$ cat src/root_hub_desc_pkg.sv
// root hub descriptor package: register offsets, field positions, resets,
// and the packed carrier for downstream port power commands.
// assumes a host register port with byte addresses and 32-bit words.
// Function
// The compound device flag always reads as zero.
// With no power switching clear ports are switched, with it set they are always on.
// The switching mode bit is ignored whenever no power switching is set.
// With switching mode zero all ports switch on and off together as one group.
// In individual mode a masked port obeys only per-port set and clear commands.
// In individual mode an unmasked port obeys only the global set and clear switch.
// The port count field reports the ports provided, between one and fifteen.
// The power control mask is bits 31 to 16, bit 0 reserved, bit n for port n.
// In global switching mode the power control mask has no effect on port power.
// The removable field is bits 15 to 0, bit n for port n, one meaning not removable.
// Host software programs mask and removable fields to match the real system.
// Set global power in per-port mode powers only unmasked ports; zero does nothing.
// Mask and removable bits above the implemented ports are stored but unused.
package root_hub_desc_pkg;

  localparam int unsigned ADDR_W          = 8;
  localparam int unsigned DATA_W          = 32;
  localparam int unsigned NUM_PORTS       = 2;

  // byte offsets from the controller base address
  localparam logic [7:0]  OFFS_DESC_FIRST  = 8'h48;
  localparam logic [7:0]  OFFS_DESC_SECOND = 8'h4C;

  // first descriptor field positions
  localparam int unsigned POS_POWER_GOOD_LO = 24;
  localparam int unsigned POS_NO_OC_PROT    = 12;
  localparam int unsigned POS_OC_MODE       = 11;
  localparam int unsigned POS_COMPOUND      = 10;
  localparam int unsigned POS_NO_PWR_SW     = 9;
  localparam int unsigned POS_PWR_SW_MODE   = 8;
  localparam int unsigned POS_PORT_COUNT_LO = 0;

  // second descriptor field positions
  localparam int unsigned POS_MASK_LO      = 16;
  localparam int unsigned POS_REMOVABLE_LO = 0;

  // writable bits of the first descriptor: power good time, oc bits, nps, psm
  localparam logic [31:0] DESC_FIRST_WMASK = 32'hFF001B00;

  // reset values
  localparam logic [31:0] DESC_FIRST_RST   = 32'hFF000900;
  localparam logic [15:0] MASK_RST         = 16'h0002;
  localparam logic [15:0] REMOVABLE_RST    = 16'h0000;
  localparam logic [7:0]  PORT_COUNT       = 8'h02;
  localparam logic [31:0] RDATA_UNMAPPED   = 32'h00000000;

  // one cycle command strobes toward the port power switches
  typedef struct packed {
    logic                 set_global;
    logic                 clear_global;
    logic [NUM_PORTS-1:0] set_port;
    logic [NUM_PORTS-1:0] clear_port;
  } power_cmd_t;

endpackage

$ cat src/root_hub_port_power_descriptor.sv
// root hub descriptor registers and the port power switch logic they steer.
// assumes synchronous register strobes and power command pulses, one clock.
`timescale 1ns/1ps

module root_hub_port_power_descriptor
  import root_hub_desc_pkg::*;
(
  input  wire logic                 sys_clk_in,
  input  wire logic                 arst_n_in,
  input  wire logic [ADDR_W-1:0]    reg_addr_in,
  input  wire logic                 reg_wr_in,
  input  wire logic                 reg_rd_in,
  input  wire logic [DATA_W-1:0]    reg_wdata_in,
  input  wire power_cmd_t           power_cmd_in,
  output logic      [DATA_W-1:0]    reg_rdata_out,
  output logic                      reg_rvalid_out,
  output logic      [NUM_PORTS-1:0] port_power_out,
  output logic      [NUM_PORTS-1:0] port_fixed_out
);

  // address decode shared by the read and write paths
  function automatic logic addr_hit(input logic [ADDR_W-1:0] a,
                                    input logic [7:0]        offs);
    addr_hit = (a == offs);
  endfunction

  // write strobe aimed at one register offset
  function automatic logic wr_hit(input logic              wr,
                                  input logic [ADDR_W-1:0] a,
                                  input logic [7:0]        offs);
    wr_hit = wr & addr_hit(a, offs);
  endfunction

  // read strobe aimed at one register offset
  function automatic logic rd_hit(input logic              rd,
                                  input logic [ADDR_W-1:0] a,
                                  input logic [7:0]        offs);
    rd_hit = rd & addr_hit(a, offs);
  endfunction

  // routes the command pulses to one port and returns {set, clear};
  // ganged mode lets a per-port command move the whole group, so
  // software can never split ports that share one supply switch
  function automatic logic [1:0] port_cmd(input logic        indiv,
                                          input logic        masked,
                                          input power_cmd_t  cmd,
                                          input int unsigned idx);
    logic set_sel;
    logic clr_sel;
    set_sel = 1'b0;
    clr_sel = 1'b0;
    if (indiv) begin
      // mask set: the port listens to its own commands only
      if (masked) begin
        set_sel = cmd.set_port[idx];
        clr_sel = cmd.clear_port[idx];
      end else begin
        // mask clear: the port follows the global switch only
        set_sel = cmd.set_global;
        clr_sel = cmd.clear_global;
      end
    end else begin
      set_sel = cmd.set_global | (|cmd.set_port);
      clr_sel = cmd.clear_global | (|cmd.clear_port);
    end
    port_cmd = {set_sel, clr_sel};
  endfunction

  // first descriptor, stored field by field; reserved bits have no
  // storage at all, so they always read back as zero
  logic [7:0]           power_good_reg;
  logic [7:0]           power_good_next;
  logic                 no_oc_prot_reg;
  logic                 no_oc_prot_next;
  logic                 oc_mode_reg;
  logic                 oc_mode_next;
  logic                 no_power_switching_reg;
  logic                 no_power_switching_next;
  logic                 power_switching_mode_reg;
  logic                 power_switching_mode_next;

  // second descriptor halves, all sixteen bits of each kept
  logic [15:0]          mask_reg;
  logic [15:0]          mask_next;
  logic [15:0]          removable_reg;
  logic [15:0]          removable_next;

  // read port
  logic [DATA_W-1:0]    rdata_reg;
  logic [DATA_W-1:0]    rdata_next;
  logic                 rvalid_reg;
  logic                 rvalid_next;

  // port switches and their removable copies
  logic [NUM_PORTS-1:0] power_reg;
  logic [NUM_PORTS-1:0] power_next;
  logic [NUM_PORTS-1:0] fixed_reg;
  logic [NUM_PORTS-1:0] fixed_next;
  logic [1:0]           port_sel [NUM_PORTS];
  logic [NUM_PORTS-1:0] port_set;
  logic [NUM_PORTS-1:0] port_clear;

  // decoded strobes, mode and read views
  logic                 first_wr;
  logic                 second_wr;
  logic                 first_rd;
  logic                 second_rd;
  logic                 no_power_switching;
  logic                 power_switching_mode;
  logic                 individual_mode;
  logic [31:0]          desc_first_view;
  logic [31:0]          desc_second_view;

  // strobes decoded once, shared by the next-state and read logic;
  // the address is compared whole, so aliases never hit
  assign first_wr  = wr_hit(reg_wr_in, reg_addr_in, OFFS_DESC_FIRST);
  assign second_wr = wr_hit(reg_wr_in, reg_addr_in, OFFS_DESC_SECOND);
  assign first_rd  = rd_hit(reg_rd_in, reg_addr_in, OFFS_DESC_FIRST);
  assign second_rd = rd_hit(reg_rd_in, reg_addr_in, OFFS_DESC_SECOND);

  // plain aliases of the stored mode bits
  assign no_power_switching   = no_power_switching_reg;
  assign power_switching_mode = power_switching_mode_reg;
  // the mode bit only counts while switching is supported; with
  // switching off every port is on anyway, so the bit is moot
  assign individual_mode = ~no_power_switching & power_switching_mode;

  // first descriptor as read: compound flag low, port count fixed,
  // so software can never be told of a hub it does not have
  always_comb begin
    desc_first_view = '0;
    desc_first_view[POS_POWER_GOOD_LO +: 8] = power_good_reg;
    desc_first_view[POS_NO_OC_PROT]         = no_oc_prot_reg;
    desc_first_view[POS_OC_MODE]            = oc_mode_reg;
    desc_first_view[POS_COMPOUND]           = 1'b0;
    desc_first_view[POS_NO_PWR_SW]          = no_power_switching_reg;
    desc_first_view[POS_PWR_SW_MODE]        = power_switching_mode_reg;
    desc_first_view[POS_PORT_COUNT_LO +: 8] = PORT_COUNT;
  end

  // second descriptor reads back as stored, high bits included,
  // so software can check what it programmed
  always_comb begin
    desc_second_view = '0;
    desc_second_view[POS_MASK_LO +: 16]      = mask_reg;
    desc_second_view[POS_REMOVABLE_LO +: 16] = removable_reg;
  end

  // first descriptor writes; the compound flag and port count have
  // no storage, so writes to them are simply dropped
  always_comb begin
    power_good_next           = power_good_reg;
    no_oc_prot_next           = no_oc_prot_reg;
    oc_mode_next              = oc_mode_reg;
    no_power_switching_next   = no_power_switching_reg;
    power_switching_mode_next = power_switching_mode_reg;
    if (first_wr) begin
      power_good_next           = reg_wdata_in[POS_POWER_GOOD_LO +: 8];
      no_oc_prot_next           = reg_wdata_in[POS_NO_OC_PROT];
      oc_mode_next              = reg_wdata_in[POS_OC_MODE];
      no_power_switching_next   = reg_wdata_in[POS_NO_PWR_SW];
      power_switching_mode_next = reg_wdata_in[POS_PWR_SW_MODE];
    end
  end

  // second descriptor writes; bits above the two ports are kept
  // as storage only and steer nothing
  always_comb begin
    mask_next      = mask_reg;
    removable_next = removable_reg;
    if (second_wr) begin
      mask_next      = reg_wdata_in[POS_MASK_LO +: 16];
      removable_next = reg_wdata_in[POS_REMOVABLE_LO +: 16];
    end
  end

  // read path: one cycle latency, data holds until the next read;
  // unmapped offsets answer zero rather than stale data
  always_comb begin
    rdata_next  = rdata_reg;
    rvalid_next = reg_rd_in;
    if (reg_rd_in) begin
      if (first_rd) begin
        rdata_next = desc_first_view;
      end else if (second_rd) begin
        rdata_next = desc_second_view;
      end else begin
        rdata_next = RDATA_UNMAPPED;
      end
    end
  end

  // one router per port; mask bit 0 is reserved, so port n reads
  // mask bit n and port index p sits one place lower
  genvar p;
  generate
    for (p = 0; p < NUM_PORTS; p++) begin : g_port
      assign port_sel[p] = port_cmd(individual_mode,
                                    mask_reg[p+1],
                                    power_cmd_in,
                                    p);
    end
  endgenerate

  // set and clear requests per port, gathered into two vectors
  // so that the switch logic reads like the rules
  always_comb begin
    for (int unsigned j = 0; j < NUM_PORTS; j++) begin
      port_set[j]   = port_sel[j][1];
      port_clear[j] = port_sel[j][0];
    end
  end

  // power switch next state; set wins over a clear in the same
  // cycle, so a racing pair never leaves a port dark
  always_comb begin
    power_next = power_reg;
    for (int unsigned i = 0; i < NUM_PORTS; i++) begin
      // switching off: the supply is treated as hard wired on
      if (no_power_switching) begin
        power_next[i] = 1'b1;
      end else if (port_set[i]) begin
        power_next[i] = 1'b1;
      end else if (port_clear[i]) begin
        power_next[i] = 1'b0;
      end else begin
        power_next[i] = power_reg[i];
      end
    end
  end

  // removable copy per port; bit 0 is reserved and bits above
  // the implemented ports go nowhere
  always_comb begin
    fixed_next = removable_reg[NUM_PORTS:1];
  end

  // first descriptor storage; reset values come from one packed
  // constant so the read view and reset can never drift apart
  always_ff @(posedge sys_clk_in or negedge arst_n_in) begin
    if (!arst_n_in) begin
      power_good_reg           <= DESC_FIRST_RST[POS_POWER_GOOD_LO +: 8];
      no_oc_prot_reg           <= DESC_FIRST_RST[POS_NO_OC_PROT];
      oc_mode_reg              <= DESC_FIRST_RST[POS_OC_MODE];
      no_power_switching_reg   <= DESC_FIRST_RST[POS_NO_PWR_SW];
      power_switching_mode_reg <= DESC_FIRST_RST[POS_PWR_SW_MODE];
    end else begin
      power_good_reg           <= power_good_next;
      no_oc_prot_reg           <= no_oc_prot_next;
      oc_mode_reg              <= oc_mode_next;
      no_power_switching_reg   <= no_power_switching_next;
      power_switching_mode_reg <= power_switching_mode_next;
    end
  end

  // second descriptor storage; port 1 comes up masked, so it
  // ignores the global switch until software says otherwise
  always_ff @(posedge sys_clk_in or negedge arst_n_in) begin
    if (!arst_n_in) begin
      mask_reg      <= MASK_RST;
      removable_reg <= REMOVABLE_RST;
    end else begin
      mask_reg      <= mask_next;
      removable_reg <= removable_next;
    end
  end

  // read port registers; rvalid is a one cycle pulse, the data
  // register is what keeps the answer standing
  always_ff @(posedge sys_clk_in or negedge arst_n_in) begin
    if (!arst_n_in) begin
      rdata_reg  <= RDATA_UNMAPPED;
      rvalid_reg <= 1'b0;
    end else begin
      rdata_reg  <= rdata_next;
      rvalid_reg <= rvalid_next;
    end
  end

  // port switches start off; nothing is powered until the mode
  // or a command turns it on
  always_ff @(posedge sys_clk_in or negedge arst_n_in) begin
    if (!arst_n_in) begin
      power_reg <= '0;
    end else begin
      power_reg <= power_next;
    end
  end

  // removable copies, one clock behind the stored flags so the
  // output comes straight from a flip-flop
  always_ff @(posedge sys_clk_in or negedge arst_n_in) begin
    if (!arst_n_in) begin
      fixed_reg <= '0;
    end else begin
      fixed_reg <= fixed_next;
    end
  end

  // every output straight from its flip-flop, no logic after it
  // so the far side sees clean levels
  assign reg_rdata_out  = rdata_reg;
  assign reg_rvalid_out = rvalid_reg;
  assign port_power_out = power_reg;
  assign port_fixed_out = fixed_reg;

endmodule // root_hub_port_power_descriptor

$ cat config.mk
export PLATFORM = sky130hd
export DESIGN_NAME = root_hub_port_power_descriptor
export DESIGN_NICKNAME = d
export VERILOG_FILES = /design/src/root_hub_desc_pkg.sv /design/src/root_hub_port_power_descriptor.sv
export SDC_FILE = /design/constraint.sdc
export NUM_CORES = 1
export LEC_CHECK = 0
export BUFFER_PORTS_ARGS = -buffer_cell sky130_fd_sc_hd__buf_2
export CAP_MARGIN = 20
export CORE_ASPECT_RATIO = 1.1
export CORE_MARGIN = 5
export CORE_UTILIZATION = 45
export CTS_CLUSTER_DIAMETER = 30
export DETAILED_ROUTE_END_ITERATION = 8
export HOLD_SLACK_MARGIN = 0.12
export PLACE_DENSITY_LB_ADDON = 0.08
export SYNTH_ARGS = -nofsm -noshare
export SYNTH_HDL_FRONTEND = slang
export SYNTH_SLANG_ARGS = --single-unit
$ cat constraint.sdc
create_clock -name sys_clk_in -period 2.15 [get_ports sys_clk_in]
set_input_delay 0.1075 -clock sys_clk_in [delete_from_list [all_inputs] [get_ports sys_clk_in]]
set_output_delay 0.1075 -clock sys_clk_in [all_outputs]
set_load 0.1 [all_outputs]
# Word-level counts from Yosys, hierarchy flattened
# Index checks and enable logic that the tools add are counted.
[classes]
n_eq_ne = 2
bitwise = 8
n_mux = 16
reduce_logical = 4
[op_table]
columns = ["cell", "n"]
rows = [
  ["2-to-1 mux 32 bit", 2],
  ["equality test 8 x 7 -> 1 bit, second input constant", 2],
  ["2-to-1 mux 1 bit", 14],
  ["nonzero test 3 bit", 2],
  ["bitwise AND 1 bit", 5],
  ["OR reduction 2 bit", 2],
  ["bitwise OR 1 bit", 2],
  ["inverter 1 bit", 1],
]
[totals]
elab_cells = 42
input_bits = 50
regBits = 81

# Depth between registers and ports, before layout
[depth]
word_depth = 6
ltp_mapped = 5
depth_no_buf = 3

# Worst setup path before layout
# Ideal clock, no wire load.
[synth_timing]
path_type = "input -> register"
from = "in reg_addr_in[5]"
to = "reg mask_reg[0]"
path_slack_ns = 0.856
setup_time_ns = 0.125
arrival_ns = 1.169
required_ns = 2.025
cell_stages = 4
path_cell_list = "nor4b_4 nand4_2 buf_6 mux2_4"
[synth_via]
elab_chain_cells = 2
[synth_rtl]
columns = ["element", "line_no", "rtl"]
rows = [
  ["from (decl)", "root_hub_port_power_descriptor.sv:10", "input wire logic [ADDR_W-1:0] reg_addr_in,"],
  ["equality test 8 x 7 -> 1 bit", "root_hub_port_power_descriptor.sv:24", "addr_hit = (a == offs);"],
  ["bitwise AND 1 bit", "root_hub_port_power_descriptor.sv:31", "wr_hit = wr & addr_hit(a, offs);"],
  ["to (signal assigned)", "root_hub_port_power_descriptor.sv:263", "mask_reg <= mask_next;"],
  ["to (decl)", "root_hub_port_power_descriptor.sv:83", "logic [15:0] mask_reg;"],
]
# No other way between the ends.
# A chain may end at the register's enable or synchronous reset.

# Final worst setup path
[layout_timing]
from = "reg mask_reg[1]"
to = "reg power_reg[0] (netlist: port_power_out[0])"
[layout_via]
elab_chain_cells = 4
word_cells_on_any_way = 7
classes_between = "mux: 6; reduce/logical: 1"
[layout_rtl]
columns = ["element", "line_no", "rtl"]
rows = [
  ["2-to-1 mux 1 bit", "root_hub_port_power_descriptor.sv:54", "if (masked) begin"],
  ["2-to-1 mux 1 bit", "root_hub_port_power_descriptor.sv:52", "if (indiv) begin"],
  ["2-to-1 mux 1 bit", "root_hub_port_power_descriptor.sv:222", "end else if (port_set[i]) begin"],
  ["2-to-1 mux 1 bit", "root_hub_port_power_descriptor.sv:220", "if (no_power_switching) begin"],
  ["to (signal assigned)", "root_hub_port_power_descriptor.sv:286", "power_reg <= power_next;"],
  ["to (decl)", "root_hub_port_power_descriptor.sv:95", "logic [NUM_PORTS-1:0] power_reg;"],
]
# Parallel ways exist; a longest one is shown, timed or not.

==> run_summary.xml <==
<?xml version="1.0" encoding="UTF-8"?>
<metrics>
  <group name="setup_path">
    <metric name="worst_ep_arrival_time" unit="ns">2.07</metric>
    <metric name="slowest_delay" unit="ns">0.59</metric>
    <metric name="start_kind" unit="">flip-flop</metric>
    <metric name="crit_required" unit="ns">2.38</metric>
    <metric name="timing.critical_path.cells" unit="">mux2i_1 -&gt; a21o_1 -&gt; a221o_1 -&gt; dlygate4sd3_1</metric>
    <metric name="critical_path_peak_fanout" unit="">5</metric>
    <metric name="endpoint_kind" unit="">flip-flop</metric>
    <metric name="timing.critical_path.slowest_stage_cell" unit="">dfstp_2</metric>
    <metric name="type_of_the_setup_path_with_the_least_slack" unit="">flip-flop to flip-flop</metric>
  </group>
  <group name="yosys">
    <metric name="synth_top_cells_by_count" unit="">dfrtp_1 (70), mux2_4 (40), nand2_1 (33), o2bb2ai_1 (31), mux2_2 (16)</metric>
    <metric name="synth_xor_xnor_area_share" unit="">0</metric>
    <metric name="netlist_area" unit="sq um">3500</metric>
    <metric name="ys_dominant_reg_cell" unit="">dfrtp_1</metric>
    <metric name="synth_top_area_cell" unit="">dfrtp_1</metric>
    <metric name="synthAdderAreaFrac" unit="">0</metric>
    <metric name="synthesized_area_fraction_occupied_by_ao_oa_aoi_and_oai_cells" unit="">0.0940</metric>
    <metric name="synth_enable_flop_cells" unit="">0</metric>
    <metric name="ys_types" unit="">23</metric>
    <metric name="postSynth.asyncResetShare" unit="">1.00</metric>
    <metric name="yosys-top-cells-area" unit="">dfrtp_1 (50%), mux2_4 (17%), dfstp_2 (8.3%)</metric>
    <metric name="mappedNetlistNets" unit="">288</metric>
    <metric name="simple_gate_fraction_of_synth_area" unit="">0.0686</metric>
    <metric name="synth_mux_area_frac" unit="">0.229</metric>
    <metric name="yosys_warnings" unit="">0</metric>
    <metric name="synth_top_family_by_area" unit="">multiplexers</metric>
    <metric name="synth_top_area_share" unit="">0.501</metric>
    <metric name="synth_most_common_cell" unit="">dfrtp_1</metric>
    <metric name="number_of_instances_in_the_synthesized_netlist" unit="">238</metric>
    <metric name="synth.avg_cell_area" unit="sq um">14.7</metric>
    <metric name="ys_seq_area_frac" unit="">0.583</metric>
    <metric name="yosys_register_bits" unit="">81</metric>
  </group>
  <group name="cts">
    <metric name="cts.reportedPaths.clkPinSlew" unit="ns">0.08</metric>
    <metric name="clock_latency" unit="ns">0.34</metric>
    <metric name="numCtsBuffers" unit="">9</metric>
    <metric name="cts_tree" unit="">done</metric>
    <metric name="total_setup_buffers_inserted_after_cts" unit="">0</metric>
    <metric name="clock-sinks" unit="">81</metric>
    <metric name="cts_repair_resize_count" unit="">0</metric>
    <metric name="buffer_depth_of_the_longest_clock_path" unit="">2</metric>
    <metric name="clockRootBuffer" unit="">clkbuf_8</metric>
    <metric name="h-tree-depth" unit="">3</metric>
  </group>
  <group name="finish">
    <metric name="nets" unit="">415</metric>
    <metric name="final_util" unit="">0.616</metric>
    <metric name="flow.area_growth_from_synthesis" unit="%">32.4</metric>
    <metric name="share_of_cells_above_drive_strength_1" unit="">0.482</metric>
    <metric name="largest_register_ffs" unit="">32</metric>
    <metric name="diodes" unit="">0</metric>
    <metric name="finish.instance_area" unit="sq um">4630</metric>
  </group>
  <group name="routing">
    <metric name="post_drt_via_cell_ratio" unit="">4.97</metric>
    <metric name="dr_total_vias" unit="">2354</metric>
    <metric name="routed_wl" unit="mm">7.59</metric>
    <metric name="drt.antenna.violating_nets" unit="">0</metric>
    <metric name="detail_route.iter0.violations" unit="">57</metric>
    <metric name="drt_pass1_iterations" unit="">4</metric>
    <metric name="detail_route.wl_per_cell" unit="um">16.0</metric>
    <metric name="drcViolationCount" unit="">0</metric>
  </group>
  <group name="floorplanning">
    <metric name="std_cell_rows" unit="">33</metric>
    <metric name="design.portCount" unit="">87</metric>
    <metric name="vert_die_dim" unit="um">102</metric>
    <metric name="floorplan.core_area" unit="sq um">7510</metric>
    <metric name="die_outline_area" unit="sq um">9640</metric>
    <metric name="initial_core_util" unit="">0.466</metric>
    <metric name="chipWidth" unit="um">94.1</metric>
  </group>
  <group name="global_routing">
    <metric name="overflow" unit="">0</metric>
    <metric name="first_pass_grt_wire_length" unit="mm">12.6</metric>
    <metric name="first_global_vias" unit="">2465</metric>
    <metric name="antenna_found_initial" unit="">0</metric>
    <metric name="grt.total_usage" unit="">0.170</metric>
    <metric name="maximum_number_of_pins_on_one_net_before_global_route_repair" unit="">41</metric>
  </group>
  <group name="min_path">
    <metric name="classification_of_the_worst_slack_hold_path" unit="">input port to flip-flop</metric>
  </group>
  <group name="placed_design">
    <metric name="preCtsSetupSlack" unit="ns">0.561</metric>
    <metric name="gp_routability_congestion" unit="">0.738</metric>
    <metric name="dp_hpwl" unit="mm">4.93</metric>
    <metric name="port-buffer-count" unit="">86</metric>
    <metric name="dpl-instance-area" unit="sq um">4050</metric>
  </group>
  <group name="sta">
    <metric name="drv_slew" unit="">0</metric>
    <metric name="final-hold-violation-count" unit="">0</metric>
    <metric name="max_freq" unit="MHz">544</metric>
    <metric name="timing.final.crit_share" unit="">0.856</metric>
    <metric name="max_slew_margin" unit="">0.629</metric>
    <metric name="fin_crit" unit="ns">1.84</metric>
    <metric name="final-setup-viol-count" unit="">0</metric>
    <metric name="measured_slew_at_the_worst_slew_check_pin" unit="ns">0.555</metric>
    <metric name="grt_setup_unrepaired" unit="">false</metric>
    <metric name="fin_tns_setup" unit="ns">0</metric>
    <metric name="worst_clock_skew" unit="ns">0.00753</metric>
    <metric name="fin_ws" unit="ns">0.310</metric>
  </group>
  <group name="power_and_ir_drop">
    <metric name="power_frac_seq" unit="">0.518</metric>
    <metric name="logic_gate_share_of_total_power" unit="">0.100</metric>
    <metric name="max-vdd-ir-drop" unit="mV">0.286</metric>
    <metric name="clockPowerShare" unit="">0.382</metric>
    <metric name="p_sw_frac" unit="">0.229</metric>
    <metric name="internal_power" unit="uW">2380</metric>
    <metric name="switch_pwr" unit="uW">708</metric>
    <metric name="p_per_cell_area" unit="nW/um^2">668</metric>
    <metric name="leakagePower" unit="uW">0.00237</metric>
  </group>
  <group name="run">
    <metric name="cap_violations" unit="">0</metric>
  </group>
  <group name="run_status">
    <metric name="outcome" unit="">completed</metric>
  </group>
</metrics>
-- power by group through the flow --
stage               registers, uW  logic (uW)  clock network [uW]
floorplan                    1660         115                   0
global placement             1630         260                   0
detailed placement           1630         263                   0
CTS                          1600         314                1220
global route                 1610         340                1270
finish                       1600         310                1180
-- what timing repair did --
action	4_1_cts	5_1_grt
hold buffers	37	0
hold endpoints to repair	91	0
endpoints found under the setup margin	0	0
-- layout by cell type, fill, tap and decap left out, types with 2 or more instances in the layout --
| cell | netlist | routed |
|---|---|---|
| dfrtp_1 | 70 | 70 |
| a21o_1 | 2 | 2 |
| nor2b_1 | 3 | 3 |
| o2bb2ai_1 | 31 | 31 |
| clkbuf_8 | 0 | 9 |
| buf_2 | 2 | 85 |
| bufinv_16 | 0 | 2 |
| dfstp_2 | 11 | 11 |
| nand2_1 | 33 | 33 |
| mux2i_1 | 2 | 2 |
| nor2_1 | 2 | 2 |
| dlygate4sd3_1 | 0 | 37 |
| o21bai_1 | 2 | 2 |
| nand3b_1 | 2 | 2 |
| mux2_2 | 16 | 16 |
| mux2_4 | 40 | 40 |
| a221o_1 | 2 | 2 |
| buf_4 | 0 | 7 |
-- cell type report --
cell class / count / area, sq um
Clock buffer: 10 / 128
Tap cell: 105 / 131
Sequential cell: 81 / 2040
Inverter: 1 / 3.75
Fill cell: 635 / 2880
Timing Repair Buffer: 130 / 868
Clock inverter: 5 / 81.3
Multi-Input combinational cell: 142 / 1380
-- cell families after synthesis --
family | after synthesis
mux | 58
compound gates | 38
simple gates | 46
flops | 81
buf+inv | 15
-- worst max-delay path, delay by kind of cell, from the launching register on --
| kind | cells | cell delay [ns] |
|---|---|---|
| AO/OA/AOI/OAI | 2 | 0.51 |
| flip-flops | 1 | 0.59 |
| buffers and inverters | 1 | 0.55 |
| multiplexers | 1 | 0.08 |
-- metrics by stage --
| stage | std cells | power [uW] | hold WS (ns) |
|---|---|---|---|
| global placement | 422 | 1890 | 0.126 |
| global route | 474 | 3220 | 0.254 |
| CTS | 474 | 3140 | 0.173 |
| detailed placement | 422 | 1890 | 0.129 |
| finish | 474 | 3090 | 0.189 |
| floorplan | 238 | 1770 | -0.188 |
-- routing by layer --
metal,share of wire,wire [um],global-route usage
met5,0,0,0
met4,0.018,138,0.0733
met3,0.054,409,0.0307
met2,0.46,3500,0.264
met1,0.47,3540,0.237
-- worst paths after layout --
check	startpoint	endpoint	slack, ns	cells after the start
min in group asynchronous	arst_n_in	mask_reg[9]	0.28	2
max reg2reg	mask_reg[1]	port_power_out[0]	0.31	4
min	power_cmd_in[2]	port_power_out[1]	0.19	4
min reg2reg	removable_reg[2]	port_fixed_out[1]	0.42	0
max	mask_reg[1]	port_power_out[0]	0.31	4
max in group asynchronous	arst_n_in	power_good_reg[4]	1.21	3
Note: power is estimated with default switching activity, not from simulation.
